==> src/hdl/bchr_pkg.sv <==
// package: offsets, field layouts and reset values of the bridge header span
package bchr_pkg;
    // register byte offsets
    localparam logic [11:0] BCHR_OFS_HDR    = 12'h00c;
    localparam logic [11:0] BCHR_OFS_BASELO = 12'h010;
    localparam logic [11:0] BCHR_OFS_BASEHI = 12'h014;
    localparam logic [11:0] BCHR_OFS_BUSNUM = 12'h018;
    localparam logic [11:0] BCHR_OFS_IOSTAT = 12'h01c;
    // other fields of the word at 0x0c; outside this block, read as zero
    localparam logic [7:0]  BCHR_OTHER_0C   = 8'h00;
    localparam logic [15:0] BCHR_OTHER_0C_W = 16'h0000;
    // header layout byte, bits 23:16
    localparam logic [7:0]  BCHR_HDR_LAYOUT = 8'h01;
    localparam logic [7:0]  BCHR_SELF_TEST  = 8'h00;
    // lower memory base: fixed low bits 19:0
    localparam int          BCHR_BASE_LSB   = 20;
    localparam logic [19:0] BCHR_BASELO_FIX = 20'h0000c;
    // bus number / latency reset values
    localparam logic [7:0]  BCHR_BUS_RST    = 8'h00;
    localparam logic [7:0]  BCHR_LAT_RST_C  = 8'h00;
    localparam logic [7:0]  BCHR_LAT_RST_X  = 8'h40;
    // io base/limit nibble reset values and fixed low nibbles
    localparam logic [3:0]  BCHR_IO_FIX     = 4'h1;
    localparam logic [3:0]  BCHR_IO_RST     = 4'h0;
    // downstream status bit positions within the 16-bit field
    localparam int          BCHR_ST_DPE     = 15;
    localparam int          BCHR_ST_SSE     = 14;
    localparam int          BCHR_ST_RMA     = 13;
    localparam int          BCHR_ST_RTA     = 12;
    localparam int          BCHR_ST_STA     = 11;
    localparam int          BCHR_ST_MDPE    = 8;
    localparam int          BCHR_ST_FBB     = 7;
    // sticky flag mask and fixed read bits (devsel 01, 66 MHz capable)
    localparam logic [15:0] BCHR_ST_W1C     = 16'hf900;
    localparam logic [15:0] BCHR_ST_FIXED   = 16'h0220;
    localparam int          BCHR_NEVT       = 6;
endpackage : bchr_pkg

==> src/hdl/bchr_regs.sv <==
// bridge configuration header register bank, apb slave
//
// Operation
// - header type reads single-function bridge layout
// - self-test byte reads zero, ignores writes
// - base low 31:20 writable when enabled
// - base low bit 3 reads one
// - base low bits 2:1 read 10b
// - base low bit 0, 19:4 read zero
// - base high fully writable when enabled
// - upstream bus number read-write, reset zero
// - downstream bus number read-write, reset zero
// - highest bus number read-write, reset zero
// - latency timer resets 00h or 40h by mode
// - io base: writable nibble, fixed 01b
// - io limit: writable nibble, fixed 01b
// - status 31 set on parity error
// - status 30 set on system error
// - status 29 set on master abort
// - status 28 set on received target abort
// - status 27 set on signaled target abort
// - status 26:25 read 01
// - status 24 set on data parity error
// - status 23 reads inverse of pci-x mode
// - status 21 reads one, 22 and 20:16 zero
`timescale 1ns/10ps
`default_nettype none
module bchr_regs (
    // clock and reset
    input  wire logic        clk_i,
    input  wire logic        srst_i,
    // apb slave
    input  wire logic        psel_i,
    input  wire logic        penable_i,
    input  wire logic        pwrite_i,
    input  wire logic [11:0] paddr_i,
    input  wire logic [31:0] pwdata_i,
    input  wire logic [3:0]  pstrb_i,
    output logic      [31:0] prdata_o,
    output logic             pready_o,
    output logic             pslverr_o,
    // mode straps, same clock domain
    input  wire logic        pcix_mode_i,
    input  wire logic        bar_en_i,
    // downstream error events, one-cycle pulses
    input  wire logic        evt_parity_i,
    input  wire logic        evt_sys_err_i,
    input  wire logic        evt_master_abort_i,
    input  wire logic        evt_rx_target_abort_i,
    input  wire logic        evt_tx_target_abort_i,
    input  wire logic        evt_data_parity_i,
    // window values for forwarding logic
    output logic      [63:20] mem_base_o,
    output logic      [7:0]  upstream_bus_o,
    output logic      [7:0]  downstream_bus_o,
    output logic      [7:0]  highest_bus_o,
    output logic      [7:0]  latency_timer_o,
    output logic      [3:0]  io_base_o,
    output logic      [3:0]  io_limit_o
);
    import bchr_pkg::*;

    function automatic logic [31:0] bchr_merge(input logic [31:0] old_v,
                                               input logic [31:0] new_v,
                                               input logic [3:0]  be);
        logic [31:0] r;
        r = old_v;
        for (int i = 0; i < 4; i++) begin
            if (be[i]) begin
                r[i*8 +: 8] = new_v[i*8 +: 8];
            end
        end
        return r;
    endfunction : bchr_merge

    logic [31:20] base_lo;
    logic [31:0]  base_hi;
    logic [31:0]  busnum;
    logic [3:0]   io_base;
    logic [3:0]   io_limit;
    logic [15:0]  st_flags;
    logic         in_reset_d;
    logic         pready_q;

    // apb: access phase answered in one cycle with zero wait states
    wire          acc      = psel_i & penable_i;
    wire          wr_acc   = acc & pwrite_i;
    wire          hit_hdr  = (paddr_i[11:2] == BCHR_OFS_HDR[11:2]);
    wire          hit_blo  = (paddr_i[11:2] == BCHR_OFS_BASELO[11:2]);
    wire          hit_bhi  = (paddr_i[11:2] == BCHR_OFS_BASEHI[11:2]);
    wire          hit_bus  = (paddr_i[11:2] == BCHR_OFS_BUSNUM[11:2]);
    wire          hit_ios  = (paddr_i[11:2] == BCHR_OFS_IOSTAT[11:2]);
    wire          hit_any  = hit_hdr | hit_blo | hit_bhi | hit_bus | hit_ios;
    wire          wr_blo   = wr_acc & hit_blo & bar_en_i;
    wire          wr_bhi   = wr_acc & hit_bhi & bar_en_i;
    wire          wr_bus   = wr_acc & hit_bus;
    wire          wr_ios   = wr_acc & hit_ios;

    wire [31:0] blo_word = {bar_en_i ? base_lo : 12'h000, BCHR_BASELO_FIX};
    wire [31:0] bhi_word = bar_en_i ? base_hi : 32'h0000_0000;
    wire [31:0] hdr_word = {BCHR_SELF_TEST, BCHR_HDR_LAYOUT, BCHR_OTHER_0C_W};
    wire [15:0] st_word  = st_flags | BCHR_ST_FIXED
                         | (16'(!pcix_mode_i) << BCHR_ST_FBB);
    wire [31:0] ios_word = {st_word, io_limit, 4'(BCHR_IO_FIX),
                            io_base, 4'(BCHR_IO_FIX)};

    wire [31:0] blo_new  = bchr_merge(blo_word, pwdata_i, pstrb_i);
    wire [31:0] bhi_new  = bchr_merge(base_hi, pwdata_i, pstrb_i);
    wire [31:0] bus_new  = bchr_merge(busnum, pwdata_i, pstrb_i);
    wire [31:0] ios_new  = bchr_merge(ios_word, pwdata_i, pstrb_i);

    // write-one-clear uses only lanes enabled in the upper half
    wire [15:0] st_clr   = wr_ios ? (pwdata_i[31:16] & {{8{pstrb_i[3]}}, {8{pstrb_i[2]}}}
                                     & BCHR_ST_W1C) : 16'h0000;
    wire [BCHR_NEVT-1:0] evts = {evt_parity_i, evt_sys_err_i, evt_master_abort_i,
                                 evt_rx_target_abort_i, evt_tx_target_abort_i,
                                 evt_data_parity_i};
    wire [15:0] st_set   = (16'(evts[5]) << BCHR_ST_DPE)
                         | (16'(evts[4]) << BCHR_ST_SSE)
                         | (16'(evts[3]) << BCHR_ST_RMA)
                         | (16'(evts[2]) << BCHR_ST_RTA)
                         | (16'(evts[1]) << BCHR_ST_STA)
                         | (16'(evts[0]) << BCHR_ST_MDPE);
    wire [15:0] next_st  = (st_flags & ~st_clr) | st_set;

    wire [31:0] rd_mux   = hit_hdr ? hdr_word :
                           hit_blo ? blo_word :
                           hit_bhi ? bhi_word :
                           hit_bus ? busnum   :
                           hit_ios ? ios_word : 32'h0000_0000;

    always_ff @(posedge clk_i) begin
        if (srst_i) begin
            base_lo    <= 12'h000;
            base_hi    <= 32'h0000_0000;
            busnum     <= {BCHR_LAT_RST_C, BCHR_BUS_RST, BCHR_BUS_RST, BCHR_BUS_RST};
            io_base    <= BCHR_IO_RST;
            io_limit   <= BCHR_IO_RST;
            st_flags   <= 16'h0000;
            in_reset_d <= 1'b1;
        end else begin
            in_reset_d <= 1'b0;
            if (in_reset_d) begin
                busnum[31:24] <= pcix_mode_i ? BCHR_LAT_RST_X : BCHR_LAT_RST_C;
            end else if (wr_bus) begin
                busnum <= bus_new;
            end
            if (wr_blo) begin
                base_lo <= blo_new[31:BCHR_BASE_LSB];
            end
            if (wr_bhi) begin
                base_hi <= bhi_new;
            end
            if (wr_ios) begin
                io_base  <= ios_new[7:4];
                io_limit <= ios_new[15:12];
            end
            st_flags <= next_st;
        end
    end

    // read data registered at setup, so access phase needs no wait
    always_ff @(posedge clk_i) begin
        if (srst_i) begin
            prdata_o  <= 32'h0000_0000;
            pready_q  <= 1'b0;
        end else begin
            pready_q  <= psel_i & ~penable_i;
            if (psel_i & ~penable_i & ~pwrite_i) begin
                prdata_o <= rd_mux;
            end
        end
    end

    assign pready_o         = acc & pready_q;
    assign pslverr_o        = acc & pready_q & ~hit_any;
    assign mem_base_o       = {bhi_word, blo_word[31:BCHR_BASE_LSB]};
    assign upstream_bus_o   = busnum[7:0];
    assign downstream_bus_o = busnum[15:8];
    assign highest_bus_o    = busnum[23:16];
    assign latency_timer_o  = busnum[31:24];
    assign io_base_o        = io_base;
    assign io_limit_o       = io_limit;

    // assertions
    property p_set_wins;
        @(posedge clk_i) disable iff (srst_i)
        evt_parity_i |=> st_flags[BCHR_ST_DPE];
    endproperty
    a_set_wins: assert property (p_set_wins) else $error("parity flag lost");

    property p_sse;
        @(posedge clk_i) disable iff (srst_i)
        evt_sys_err_i |=> st_flags[BCHR_ST_SSE];
    endproperty
    a_sse: assert property (p_sse) else $error("system error flag not set");

    property p_clear;
        @(posedge clk_i) disable iff (srst_i)
        (wr_ios && pstrb_i[3] && pwdata_i[29] && !evt_master_abort_i)
        |=> !st_flags[BCHR_ST_RMA];
    endproperty
    a_clear: assert property (p_clear) else $error("write one did not clear");

    property p_hold;
        @(posedge clk_i) disable iff (srst_i)
        (!wr_ios && !evt_rx_target_abort_i) |=> $stable(st_flags[BCHR_ST_RTA]);
    endproperty
    a_hold: assert property (p_hold) else $error("flag changed without cause");

    property p_fixed_st;
        @(posedge clk_i) disable iff (srst_i)
        ios_word[26:25] == 2'b01 && ios_word[21] && !ios_word[22]
        && ios_word[20:16] == 5'h00 && ios_word[23] == !pcix_mode_i;
    endproperty
    a_fixed_st: assert property (p_fixed_st) else $error("fixed status bits wrong");

    property p_blo;
        @(posedge clk_i) disable iff (srst_i)
        blo_word[19:0] == 20'h0000c && (bar_en_i || blo_word[31:20] == 12'h000);
    endproperty
    a_blo: assert property (p_blo) else $error("base low fixed bits wrong");

    property p_bhi;
        @(posedge clk_i) disable iff (srst_i)
        (wr_bhi && pstrb_i == 4'hf) |=> bhi_word == $past(pwdata_i);
    endproperty
    a_bhi: assert property (p_bhi) else $error("base high write lost");

    property p_lat;
        @(posedge clk_i)
        (srst_i ##1 !srst_i) |=> latency_timer_o == ($past(pcix_mode_i) ? 8'h40 : 8'h00);
    endproperty
    a_lat: assert property (p_lat) else $error("latency reset value wrong");

    property p_be;
        @(posedge clk_i) disable iff (srst_i)
        (wr_bus && !pstrb_i[0]) |=> $stable(upstream_bus_o);
    endproperty
    a_be: assert property (p_be) else $error("unselected byte written");

    // read answer as the host samples it; data was latched at setup
    wire rd_done = pready_o & ~pwrite_i;

    property p_rma;
        @(posedge clk_i) disable iff (srst_i)
        evt_master_abort_i |=> st_flags[BCHR_ST_RMA];
    endproperty
    a_rma: assert property (p_rma) else $error("master abort flag not set");

    property p_rta;
        @(posedge clk_i) disable iff (srst_i)
        evt_rx_target_abort_i |=> st_flags[BCHR_ST_RTA];
    endproperty
    a_rta: assert property (p_rta) else $error("received abort flag not set");

    property p_sta;
        @(posedge clk_i) disable iff (srst_i)
        evt_tx_target_abort_i |=> st_flags[BCHR_ST_STA];
    endproperty
    a_sta: assert property (p_sta) else $error("signaled abort flag not set");

    property p_mdpe;
        @(posedge clk_i) disable iff (srst_i)
        evt_data_parity_i |=> st_flags[BCHR_ST_MDPE];
    endproperty
    a_mdpe: assert property (p_mdpe) else $error("data parity flag not set");

    property p_flag_rst;
        @(posedge clk_i)
        srst_i |=> st_flags == 16'h0000;
    endproperty
    a_flag_rst: assert property (p_flag_rst)
        else $error("status flags survive reset");

    property p_bus_rst;
        @(posedge clk_i)
        srst_i |=> {highest_bus_o, downstream_bus_o, upstream_bus_o} == 24'h00_0000;
    endproperty
    a_bus_rst: assert property (p_bus_rst)
        else $error("bus numbers not reset");

    property p_hdr_rd;
        @(posedge clk_i) disable iff (srst_i)
        (rd_done && hit_hdr) |-> prdata_o[31:16] == 16'h0001;
    endproperty
    a_hdr_rd: assert property (p_hdr_rd) else $error("header word read wrong");

    property p_blo_rd;
        @(posedge clk_i) disable iff (srst_i)
        (rd_done && hit_blo) |-> prdata_o[19:0] == 20'h0000c;
    endproperty
    a_blo_rd: assert property (p_blo_rd) else $error("base low read wrong");

    property p_blo_off;
        @(posedge clk_i) disable iff (srst_i)
        (rd_done && hit_blo && !$past(bar_en_i)) |-> prdata_o[31:20] == 12'h000;
    endproperty
    a_blo_off: assert property (p_blo_off) else $error("disabled base low not zero");

    property p_bhi_off;
        @(posedge clk_i) disable iff (srst_i)
        (rd_done && hit_bhi && !$past(bar_en_i)) |-> prdata_o == 32'h0000_0000;
    endproperty
    a_bhi_off: assert property (p_bhi_off) else $error("disabled base high not zero");

    property p_blo_keep;
        @(posedge clk_i) disable iff (srst_i)
        (wr_acc && hit_blo && !bar_en_i) |=> $stable(base_lo);
    endproperty
    a_blo_keep: assert property (p_blo_keep) else $error("disabled base low written");

    property p_bhi_keep;
        @(posedge clk_i) disable iff (srst_i)
        (wr_acc && hit_bhi && !bar_en_i) |=> $stable(base_hi);
    endproperty
    a_bhi_keep: assert property (p_bhi_keep) else $error("disabled base high written");

    property p_up_wr;
        @(posedge clk_i) disable iff (srst_i)
        (wr_bus && pstrb_i[0]) |=> upstream_bus_o == $past(pwdata_i[7:0]);
    endproperty
    a_up_wr: assert property (p_up_wr) else $error("upstream bus write lost");

    property p_dn_wr;
        @(posedge clk_i) disable iff (srst_i)
        (wr_bus && pstrb_i[1]) |=> downstream_bus_o == $past(pwdata_i[15:8]);
    endproperty
    a_dn_wr: assert property (p_dn_wr) else $error("downstream bus write lost");

    property p_hi_wr;
        @(posedge clk_i) disable iff (srst_i)
        (wr_bus && pstrb_i[2]) |=> highest_bus_o == $past(pwdata_i[23:16]);
    endproperty
    a_hi_wr: assert property (p_hi_wr) else $error("highest bus write lost");

    property p_lat_wr;
        @(posedge clk_i) disable iff (srst_i)
        (wr_bus && pstrb_i[3] && !in_reset_d) |=> latency_timer_o == $past(pwdata_i[31:24]);
    endproperty
    a_lat_wr: assert property (p_lat_wr) else $error("latency write lost");

    property p_lat_keep;
        @(posedge clk_i) disable iff (srst_i)
        (!wr_bus && !in_reset_d) |=> $stable(latency_timer_o);
    endproperty
    a_lat_keep: assert property (p_lat_keep) else $error("latency changed unasked");

    property p_iob_wr;
        @(posedge clk_i) disable iff (srst_i)
        (wr_ios && pstrb_i[0]) |=> io_base_o == $past(pwdata_i[7:4]);
    endproperty
    a_iob_wr: assert property (p_iob_wr) else $error("io base write lost");

    property p_iol_wr;
        @(posedge clk_i) disable iff (srst_i)
        (wr_ios && pstrb_i[1]) |=> io_limit_o == $past(pwdata_i[15:12]);
    endproperty
    a_iol_wr: assert property (p_iol_wr) else $error("io limit write lost");

    property p_io_rd;
        @(posedge clk_i) disable iff (srst_i)
        (rd_done && hit_ios) |-> prdata_o[3:0] == 4'h1 && prdata_o[11:8] == 4'h1;
    endproperty
    a_io_rd: assert property (p_io_rd) else $error("io fixed bits wrong");

    property p_st_rd;
        @(posedge clk_i) disable iff (srst_i)
        (rd_done && hit_ios) |-> prdata_o[26:25] == 2'b01 && prdata_o[22:16] == 7'h20
        && prdata_o[23] == !$past(pcix_mode_i);
    endproperty
    a_st_rd: assert property (p_st_rd) else $error("status read wrong");

    property p_w0_keep;
        @(posedge clk_i) disable iff (srst_i)
        (wr_ios && !(pstrb_i[3] && pwdata_i[31]) && !evt_parity_i)
        |=> $stable(st_flags[BCHR_ST_DPE]);
    endproperty
    a_w0_keep: assert property (p_w0_keep) else $error("flag cleared unasked");
endmodule : bchr_regs
`default_nettype wire

==> config.mk <==
export PLATFORM = sky130hd
export DESIGN_NAME = bchr_regs
export DESIGN_NICKNAME = d
export VERILOG_FILES = /design/src/hdl/bchr_pkg.sv /design/src/hdl/bchr_regs.sv
export SDC_FILE = /design/constraint.sdc
export NUM_CORES = 1
export LEC_CHECK = 0
export BUFFER_PORTS_ARGS = -buffer_cell sky130_fd_sc_hd__clkbuf_2
export CORE_ASPECT_RATIO = 1.75
export CORE_UTILIZATION = 44
export CTS_BUF_LIST = sky130_fd_sc_hd__clkbuf_8
export DETAILED_ROUTE_END_ITERATION = 7
export PLACE_DENSITY = 0.71
export SLEW_MARGIN = 0
export SYNTH_ARGS = -nofsm -noshare
export SYNTH_HDL_FRONTEND = slang
export SYNTH_SLANG_ARGS = --single-unit
==> constraint.sdc <==
create_clock -name clk_i -period 4.95 [get_ports clk_i]
set_input_delay 0.495 -clock clk_i [delete_from_list [all_inputs] [get_ports clk_i]]
set_output_delay 0.495 -clock clk_i [all_outputs]
set_load 0.03 [all_outputs]
## After elaboration in Yosys (flattened, before gate mapping)

Cells that the tools add are included.

- Register bits: 134
- Output and inout bits: 118

- Equality and inequality tests: 5
- Muxes and demuxes: 18
- Bitwise operators: 30
- Reduce and logical (&&, ||, !) cells: 13

Operator list:

| cell | number |
|---|---|
| $mux W32 | 7 |
| $mux W8 | 7 |
| $eq A10 B3 Y1 const B | 4 |
| $and A16 B16 Y16 | 2 |
| $mux W16 | 1 |
| $not A16 Y16 | 1 |
| $or A16 B12 Y16 | 1 |
| $or A16 B13 Y16 | 1 |
| $or A16 B14 Y16 | 1 |
| $or A16 B15 Y16 | 1 |
| $or A16 B16 Y16 | 1 |
| $or A16 B8 Y16 | 1 |
| $or A16 B9 Y16 | 1 |
| $reduce_and A2 Y1 | 7 |
| $and A1 B1 Y1 | 12 |
| $mux W12 | 1 |
| $eq A10 B2 Y1 const B | 1 |
| $reduce_and A3 Y1 | 3 |
| $mux W7 | 1 |
| $not A1 Y1 | 4 |
| $or A1 B1 Y1 | 4 |
| $reduce_bool A2 Y1 | 2 |
| $logic_not A1 Y1 | 1 |
| $mux W1 | 1 |

## Longest topological paths before layout

Gate-level depths: netlist of run 1.

- Depth in word-level cells: 7
- Depth in mapped cells: 7
- Gate-level depth less buffers: 4

## Worst setup path before layout of run 1

No wires, ideal clock.

- Kind: in2reg
- Start point: input paddr_i[7]
- End point: register base_hi[24]
- Arrival time: 2.168 ns
- Setup slack: 2.654 ns
- Stages: 6
- Cell sequence: or4_1 > buf_6 > buf_6 > nor4_4 > mux2i_1 > nor2_1

- Longest elaborated chain between the ends: 4

Ends and longest elaborated chain:

| element | line | text |
|---|---|---|
| start: declaration | bchr_regs.sv:36 | `input wire logic [11:0] paddr_i,` |
| $eq A10 B3 Y1 | bchr_regs.sv:90 | `wire hit_bhi = (paddr_i[11:2] == BCHR_OFS_BASEHI[11:2]);` |
| $and A1 B1 Y1 (2 in series) | bchr_regs.sv:95 | `wire wr_bhi = wr_acc & hit_bhi & bar_en_i;` |
| $reduce_and A2 Y1 (no source line) | n/a |  |
| end signal: assignment | bchr_regs.sv:152 | `base_hi <= bhi_new;` |
| end: declaration | bchr_regs.sv:77 | `logic [31:0] base_hi;` |

Every way passes these cells.
A chain may end at the register's enable or synchronous reset.

## Final worst setup path of run 1

- Start point: input paddr_i[7]
- End point: register prdata_o[8]

- Longest elaborated chain between the ends: 6

Ends and longest elaborated chain:

| element | line | text |
|---|---|---|
| $eq A10 B3 Y1 | bchr_regs.sv:92 | `wire hit_ios = (paddr_i[11:2] == BCHR_OFS_IOSTAT[11:2]);` |
| $mux W32 | bchr_regs.sv:130 | `hit_ios ? ios_word : 32'h0000_0000;` |
| $mux W32 | bchr_regs.sv:129 | `hit_bus ? busnum :` |
| $mux W32 | bchr_regs.sv:128 | `hit_bhi ? bhi_word :` |
| $mux W32 | bchr_regs.sv:127 | `hit_blo ? blo_word :` |
| $mux W32 * | bchr_regs.sv:126 | `wire [31:0] rd_mux = hit_hdr ? hdr_word :` |
| end signal: assignment | bchr_regs.sv:170 | `prdata_o <= rd_mux;` |
| end: declaration | bchr_regs.sv:39 | `output logic [31:0] prdata_o,` |

Every way passes the cells marked *; elsewhere a longest branch is shown, timed or not.

==> results of run 1 <==
## routing by layer
metal | vias up | share of wire | track usage
met1 | 2538 | 0.36 | 0.2823
met3 | 47 | 0.072 | 0.07061
li1 | 2527 | - | -
met5 | - | 0 | 0
met4 | 0 | 0.039 | 0.1436
met2 | 256 | 0.53 | 0.4710
## cells by family after synthesis
family,count (synthesis),share of synthesized area
compound gates,109,0.1449
flops,124,0.4383
simple gates,248,0.2308
mux,79,0.1407
buf+inv,62,0.04528
## synth_stat cells (all sizes together) (4+ instances only)
library cell / instances
dfxtp: 124
nor2: 112
mux2i: 74
clkbuf: 37
nand2: 34
and2: 33
a22oi: 25
a21oi: 20
inv: 16
a211oi: 14
and3: 12
nor4: 10
a22o: 9
a32o: 9
buf: 9
nand2b: 9
a221o: 7
a311oi: 7
nand3: 7
o21ai: 6
mux2: 5
nand4: 5
nor2b: 4
nor3: 4
## sequential cells by signal, summed over array words and instances (netlist names)
signal	count
base_hi	32
busnum	32
prdata_o	32
base_lo	12
st_flags	6
io_base_o	4
io_limit_o	4
in_reset_d	1
pready_q	1
## cell type report
class,instances,area [µm²],area share
timing repair buffer,184,943.4,0.1331
clock buffer,19,261.5,0.03689
inverter,16,60.06,0.008472
multi-input combinational,436,2943,0.4151
clock inverter,13,188.9,0.02665
tap,168,210.2,0.02965
sequential,124,2482,0.3502
## through the flow
step / hold WS (ns) / total power, mW / std cells / util / instance area (µm²)
after detailed placement: 0.4523 / 1.162 / 928 / 0.5311 / 6639
final: 0.2725 / 2.145 / 960 / 0.5672 / 7089
after CTS: 0.2455 / 2.161 / 960 / 0.5672 / 7089
after global routing: 0.2643 / 2.217 / 960 / 0.5672 / 7089
after global placement: 0.4403 / 1.158 / 928 / 0.5311 / 6639
after floorplan: 0.4515 / 1.101 / 622 / - / 5664
## power groups by stage
| stage | Clock (mW) | Combinational [mW] | Sequential [mW] |
|---|---|---|---|
| after floorplan | 0 | 0.0720 | 1.03 |
| after global placement | 0 | 0.130 | 1.03 |
| after CTS | 1.02 | 0.134 | 1.01 |
| final | 1.01 | 0.135 | 1.01 |
| after global routing | 1.07 | 0.146 | 1.01 |
| after detailed placement | 0 | 0.133 | 1.03 |
## worst paths after layout
kind	depth (start not counted)	end	start	slack (ns)
worst min-delay path	2	pready_q	penable_i	0.27
worst max register to register	4	busnum[18]	in_reset_d	2.86
worst min register to register	2	prdata_o[20]	prdata_o[20]	0.47
worst max-delay path	5	prdata_o[8]	paddr_i[7]	2.21
==> results_dict.tcl, run 1 <==
set metrics [dict create \
    fin_crit_ns 2.743 \
    drc 2 \
    post-cts-setup-buffer-count 0 \
    synth.distinct_cells 50 \
    finalCritPeriodShare 0.5542 \
    clock_skew_ns 0.009670 \
    pre_cts_ws_ns 1.706 \
    nets 840 \
    setup_viol 0 \
    clk_latency_ns 0.43 \
    numCtsBuffers 17 \
    comb_power_share 0.063 \
    die-area_um2 13350 \
    track_usage 0.2681 \
    path_buf_inv 1 \
    synth_nets 683 \
    cp_data_required_time_ns 5.31 \
    cts_resized 0 \
    outcome "finished, violations left" \
    violations "design-rule violations" \
    mostFrequentLayoutCell "clkbuf_2" \
    cts_tree "yes" \
    crit_type "input pin to flip-flop" \
    cp_max_fo 17 \
    yosys_warnings 0 \
    synth_seq_cells 124 \
    maxSlewHeadroom 0.2484 \
    clock_sinks 124 \
    internal_power_mw 1.623 \
    p_per_area_nw_per_um2 302.6 \
    h-tree-depth 4 \
    drive_gt1_frac 0.2942 \
    tightest_slew_ns 1.119 \
    power_switching_mw 0.5228 \
    clock-root-buffer "clkbuf_8" \
    grt_max_degree 63 \
    ir_drop_uv 200.1 \
    grt_pass1_vias 5409 \
    synthToLayoutAreaGrowth_pct 25.16 \
    layout_setup_ws_ns 2.207 \
    routabilityCongestion 0.8278 \
    crit_chain "clkbuf_2 -> or4_1 -> nor4_4 -> o221ai_1 -> a21oi_1" \
    clk_pin_slew_worst_paths_ns 0.08 \
    dp_hpwl_mm 12.39 \
    num_rows 54 \
    fp.dieW_um 87.77 \
    worst_setup_path_start_kind "input pin" \
    ctsHoldBuffers 0 \
    leakage_nw 3.302 \
    synth_top_area_cell "dfxtp_1" \
    switching_share 0.2437 \
    post_drt_via_cell_ratio 5.592 \
    overflow 0 \
    num_vias 5368 \
    drv_cap 0 \
    rsz0062_at_grt "no" \
    report.final.slew_viol_count 0 \
    end_kind "flip-flop" \
    antenna_cells 0 \
    hp-class "input pin to flip-flop" \
    ys.flop_type "dfxtp_1" \
    cts_max_path_buffers 2 \
    synth-edff-count 0 \
    critPathSlowestCell "nor4_4" \
    die_y_um 152.1 \
    fmax_ghz 0.3645 \
    final_hold_viol_count 0 \
    wl_mm 17.51 \
    final_cell_mix "clkbuf_2 (175), dfxtp_1 (124), nor2_1 (112)" \
    ios 179 \
    critPathArrivalTime_ns 3.10 \
    grt_pass1_wl_mm 27.37 \
    grt_antenna_before_repair 0 \
    coreArea_um2 12500 \
    port_buffers 176 \
    fillers 1155 \
    synth_area_per_cell_um2 9.106 \
    firstDrtPassIters 8 \
    netlist_area_um2 5664 \
    dr.first_iter.drc_count 277 \
    async_flop_share 0 \
    cpPeakStageDelay_ns 1.08 \
    start_util 0.4532 \
    netlist_instances 622 \
    avgRoutedWirePerCell_um 18.24 \
    ant_nets 0 \
    seqPwrFrac 0.469 \
    clockPowerShare 0.468 \
    ys_seq_area_frac 0.4383 \
    netlist.area_leader.share 0.4383 \
    crit_family "simple AND/OR/NAND/NOR gates" \
    netlist_top_cells_area "dfxtp_1 (44%), mux2i_1 (13%), nor2_1 (7.4%), and2_1 (3.6%), a22oi_1 (3.3%)" \
    tns_ns 0 \
]
(Power assumes the default switching activity.)
==> run 2: changes to the inputs <==
- PLACE_DENSITY: 0.71 -> 0.74
- clock period: 4.95 -> 2.46 ns (I/O delays scaled with it)
==> run 2 against run 1 <==
  * Clock skew shrank 0.0011 ns
  * Clock power increased by 69%
  * Utilization increased by 0.87 points
  * Power is 87% higher
  * Clock-buffer cell count is 1 lower
  * Combinational power is 110% higher
  * Final cell count is 2.5% higher
  * Wire length hardly changed
  * Critical path depth did not move
  * The run now ends clean
==> results_dict.tcl, run 2 (same netlist as run 1, synthesis figures left out) <==
set metrics [dict create \
    pre_cts_ws_ns 0.2158 \
    firstDrtPassIters 5 \
    post-route-util 0.5759 \
    numCtsBuffers 17 \
    grt_pass1_vias 5528 \
    wl_mm 17.52 \
    crit_type "input pin to output pin" \
    cts_max_path_buffers 2 \
    tightest_slew_ns 0.5378 \
    final_cell_mix "clkbuf_2 (175), dfxtp_1 (124), nor2_1 (112)" \
    critPathArrivalTime_ns 1.61 \
    p_per_area_nw_per_um2 558.6 \
    cp_max_fo 14 \
    fp.dieW_um 87.77 \
    finalCritPeriodShare 0.7565 \
    clk_pin_slew_worst_paths_ns 0.07 \
    mostFrequentLayoutCell "clkbuf_2" \
    cpPeakStageDelay_ns 0.52 \
    cts_resized 0 \
    dr.first_iter.drc_count 334 \
    crit_path_end "pslverr_o" \
    worst_hold_slack_ns 0.03487 \
    ctsHoldBuffers 0 \
    hp-class "input pin to flip-flop" \
    grt_pass1_wl_mm 27.17 \
    r2r_start "in_reset_d" \
    maxSlewHeadroom 0.6415 \
    routabilityCongestion 0.8659 \
    layout_setup_ws_ns 0.5991 \
    tns_ns 0 \
    setup_viol 0 \
    synthToLayoutAreaGrowth_pct 27.08 \
    cts_tree "yes" \
    crit_family "buffers and inverters" \
    fin_crit_ns 1.861 \
    worst_setup_path_start_kind "input pin" \
    total_power_mw 4.021 \
    internal_power_mw 3.022 \
    post-cts-setup-buffer-count 0 \
    nets 864 \
    placedInstanceArea_um2 6819 \
    crit_top_cell "clkbuf_2" \
    fmax_ghz 0.5374 \
    track_usage 0.2671 \
    grt_max_degree 53 \
    crit_chain "clkbuf_2 -> or4_1 -> buf_4 -> o31a_1 -> clkbuf_2" \
    ios 179 \
    critPathSlowestCell "or4_1" \
    ant_nets 0 \
    path_buf_inv 3 \
    final_hold_viol_count 0 \
    coreArea_um2 12500 \
    switching_share 0.2483 \
    drv_cap 0 \
    clock-root-buffer "clkbuf_8" \
    dp_cells 952 \
    seqPwrFrac 0.503 \
    reg_top3 "base_hi (32), busnum (32), prdata_o (32)" \
    startpoint "paddr_i[7]" \
    r2r-end "busnum[18]" \
    worstRegToRegCells 5 \
    fin_area_um2 7198 \
    regToRegSetupSlack_ns 0.70 \
    num_rows 54 \
    dp_hpwl_mm 13.02 \
    clock_skew_ns 0.008550 \
    final_cells 984 \
    clock_sinks 124 \
    outcome "finished, final reports clean" \
    die-area_um2 13350 \
    post_drt_via_cell_ratio 5.581 \
    ir_drop_uv 348.1 \
    port_buffers 176 \
    rsz0062_at_grt "no" \
    h-tree-depth 4 \
    num_vias 5492 \
    comb_power_share 0.070 \
    leakage_nw 3.400 \
    overflow 0 \
    clk_latency_ns 0.43 \
    end_kind "output pin" \
    antenna_cells 0 \
    report.final.slew_viol_count 0 \
    cp_data_required_time_ns 2.21 \
    clockPowerShare 0.426 \
    die_y_um 152.1 \
    worst-path-stages 5 \
    drive_gt1_frac 0.3100 \
    start_util 0.4532 \
    drc 0 \
    power_switching_mw 0.9984 \
    grt_antenna_before_repair 0 \
    avgRoutedWirePerCell_um 17.80 \
]
-- run 2: power groups by stage --
stage	Clock, mW	Sequential (mW)	Combinational, mW
after floorplan	0	2.07	0.145
after global placement	0	2.07	0.271
after detailed placement	0	2.07	0.279
after CTS	1.76	2.02	0.280
after global routing	1.85	2.02	0.303
final	1.71	2.02	0.282
-- run 2: area by class of cell --
cell class / count / area [µm²]
well taps: 168 / 210.2
inverters: 16 / 60.06
repair buffers: 208 / 1124
clock buffers: 18 / 247.7
clock inverters: 14 / 131.4
multi-input cells: 436 / 2943
fillers: 1134 / 5301
flip-flops and latches: 124 / 2482
-- run 2: metal layers --
metal	track usage	vias to the layer above	part of all wire
li1	-	2580	-
met1	0.2623	2652	0.36
met2	0.4884	213	0.55
met3	0.06247	47	0.054
met4	0.1569	0	0.041
met5	0	-	0
-- run 2: how the worst min path moves through the flow --
stage,start,end,slack [ns],cells past startpoint
floorplan,srst_i,in_reset_d,0.27,0
global placement,prdata_o[8],prdata_o[8],0.44,2
detailed placement,prdata_o[2],prdata_o[2],0.44,2
CTS,penable_i,pready_q,0.01,2
global route,penable_i,pready_q,0.01,2
finish,penable_i,pready_q,0.03,2
==> run 3: changes to the inputs <==
- ABC_AREA: unset -> 1
- PLACE_DENSITY: 0.74 -> 0.71
- clock period: 2.46 -> 1.9 ns (I/O delays scaled with it)
==> run 3 against run 2 <==
  * Critical endpoint unchanged
  * Hold slack lost 0.013 ns
  * Register-to-register slack lost 0.04 ns
  * Largest cell class unchanged
  * Flip-flop and latch count is the same
  * Sequential share of layout area shrank 1.4 points
  * Largest power group is now the clock network
  * Wire length grew 12%
  * Global-route usage grew 3.5 points
  * Clock skew grew 0.0017 ns
  * Synthesized area grew 1.7%
  * Clock-buffer cell count shrank 1
  * Final cell count grew 23%
==> results_dict.tcl, run 3 <==
set metrics [dict create \
    routabilityCongestion 0.8873 \
    cts_max_path_buffers 2 \
    final_hold_viol_count 0 \
    cp_data_required_time_ns 1.71 \
    ios 179 \
    worst_setup_path_start_kind "flip-flop" \
    fmax_ghz 0.5345 \
    ys_seq_area_frac 0.4308 \
    report.final.slew_viol_count 0 \
    netlist.area_leader.share 0.4308 \
    hp-class "input pin to flip-flop" \
    cts_tree "yes" \
    fp.dieW_um 88.51 \
    reg_top3 "base_hi (32), busnum (32), prdata_o (32)" \
    track_usage 0.3021 \
    clock_skew_ns 0.01022 \
    start_util 0.4477 \
    num_rows 55 \
    final_cell_mix "clkbuf_2 (176), nand2_1 (151), a21oi_1 (134)" \
    drv_cap 0 \
    netlist_top_cells_area "dfxtp_1 (43%), a21oi_1 (12%), nand2_1 (9.8%), o21ai_0 (8.3%), inv_1 (7.9%)" \
    r2r-end "busnum[15]" \
    outcome "finished, final reports clean" \
    clock-root-buffer "clkbuf_8" \
    avgRoutedWirePerCell_um 16.24 \
    synth_seq_cells 124 \
    num_vias 6373 \
    grt_pass1_vias 6081 \
    clk_pin_slew_worst_paths_ns 0.09 \
    hold_depth 3 \
    leakage_nw 3.515 \
    grt_busiest_layer "met2" \
    setup_viol 0 \
    grt_use_met3 0.06210 \
    fin_crit_ns 1.871 \
    whs_endpoint "io_limit_o[2]" \
    drc 0 \
    async_flop_share 0 \
    finalCritPeriodShare 0.9846 \
    grt_antenna_before_repair 0 \
    maxSlewHeadroom 0.5098 \
    coreArea_um2 12870 \
    post-cts-setup-buffer-count 0 \
    crit_type "flip-flop to output pin" \
    critPathArrivalTime_ns 1.68 \
    synth.distinct_cells 27 \
    synth_common_cells "nand2_1 (151), a21oi_1 (134), dfxtp_1 (124)" \
    layout_setup_ws_ns 0.02917 \
    post_drt_via_cell_ratio 5.254 \
    grtUsageMet1 0.3122 \
    netlist_instances 836 \
    regToRegSetupSlack_ns 0.66 \
    end_kind "output pin" \
    rsz0062_at_grt "no" \
    antenna_cells 0 \
    hold_start "pwdata_i[14]" \
    pre_cts_ws_ns 0.03795 \
    dp_hpwl_mm 14.64 \
    grt_max_degree 48 \
    dr.first_iter.drc_count 302 \
    wl_mm 19.71 \
    met2_usage 0.5388 \
    netlist_area_um2 5762 \
    numCtsBuffers 17 \
    die_y_um 153.4 \
    worstRegToRegCells 4 \
    synth_most_common_cell "nand2_1" \
    yosys_warnings 0 \
    tns_ns 0 \
    h-tree-depth 4 \
    grt_pass1_wl_mm 30.64 \
    tightest_slew_ns 0.7327 \
    overflow 0 \
    drive_gt1_frac 0.2534 \
    ant_nets 0 \
    clock_sinks 124 \
    mostFrequentLayoutCell "clkbuf_2" \
    firstDrtPassIters 5 \
    synth_area_per_cell_um2 6.892 \
    cp_max_fo 2 \
    clk_latency_ns 0.45 \
    p_per_area_nw_per_um2 752.0 \
    ys.flop_type "dfxtp_1" \
    fillers 1341 \
    nets 1090 \
    r2r_start "in_reset_d" \
    synth_top_area_cell "dfxtp_1" \
    ir_drop_uv 490.8 \
    port_buffers 176 \
    worst_hold_slack_ns 0.02200 \
    synth_nets 897 \
    die-area_um2 13570 \
    synth-edff-count 0 \
    synthToLayoutAreaGrowth_pct 30.16 \
]
[run 3: kinds of logic after synthesis]
logic type / after synthesis / synth area share
buf+inv: 172 / 0.1177
flops: 124 / 0.4308
simple gates: 279 / 0.2137
compound gates: 261 / 0.2378
[run 3: worst max-delay path: stages, from the launching register on]
cell,delay (ns)
dfxtp_1,0.32
and3_1,0.21
nand2_1,0.07
nor3b_1,0.35
clkbuf_2,0.28
[run 3: repair_timing]
item,CTS,global route
hold buffers,13,0
endpoints found under the hold margin,12,0
resized for setup,0,0
[run 3: worst max-delay path by stage]
stage	start	end	cells past startpoint
final	pready_q	pslverr_o	4
after global routing	pready_q	pslverr_o	4
after CTS	pready_q	pslverr_o	4
after detailed placement	paddr_i[5]	busnum[15]	9
after global placement	penable_i	prdata_o[0]	6
after floorplan	pready_q	pslverr_o	3
[run 3: area by class of cell]
class	count	area (µm²)	area share
clock buffer	17	234.0	0.03120
clock inverter	15	210.2	0.02803
inverter	125	469.2	0.06256
multi-input combinational	540	2601	0.3468
sequential	124	2482	0.3310
tap	171	214.0	0.02853
timing repair buffer	221	1289	0.1718
[run 3: power breakdown]
part / switching, mW / leakage, nW / total (mW) / internal (mW)
Combinational: 0.249 / 2.30 / 0.376 / 0.127
Clock: 1.19 / 0.218 / 2.65 / 1.45
Sequential: 0.00778 / 1.00 / 2.62 / 2.61
Total: 1.45 / 3.52 / 5.64 / 4.19
[run 3: layer usage]
layer	part of all wire	up-vias
met5	0	-
met4	0.054	0
met3	0.052	75
met2	0.53	265
met1	0.36	2916
li1	-	3117
[run 3: through the flow]
stage / util / power (mW) / cell area, µm² / cells
2_1_floorplan: - / 2.863 / 5762 / 836
3_3_place_gp: 0.5382 / 3.027 / 6925 / 1168
3_5_place_dp: 0.5382 / 3.029 / 6925 / 1168
4_1_cts: 0.5828 / 5.665 / 7500 / 1213
5_1_grt: 0.5828 / 5.814 / 7500 / 1213
6_report: 0.5828 / 5.639 / 7500 / 1213
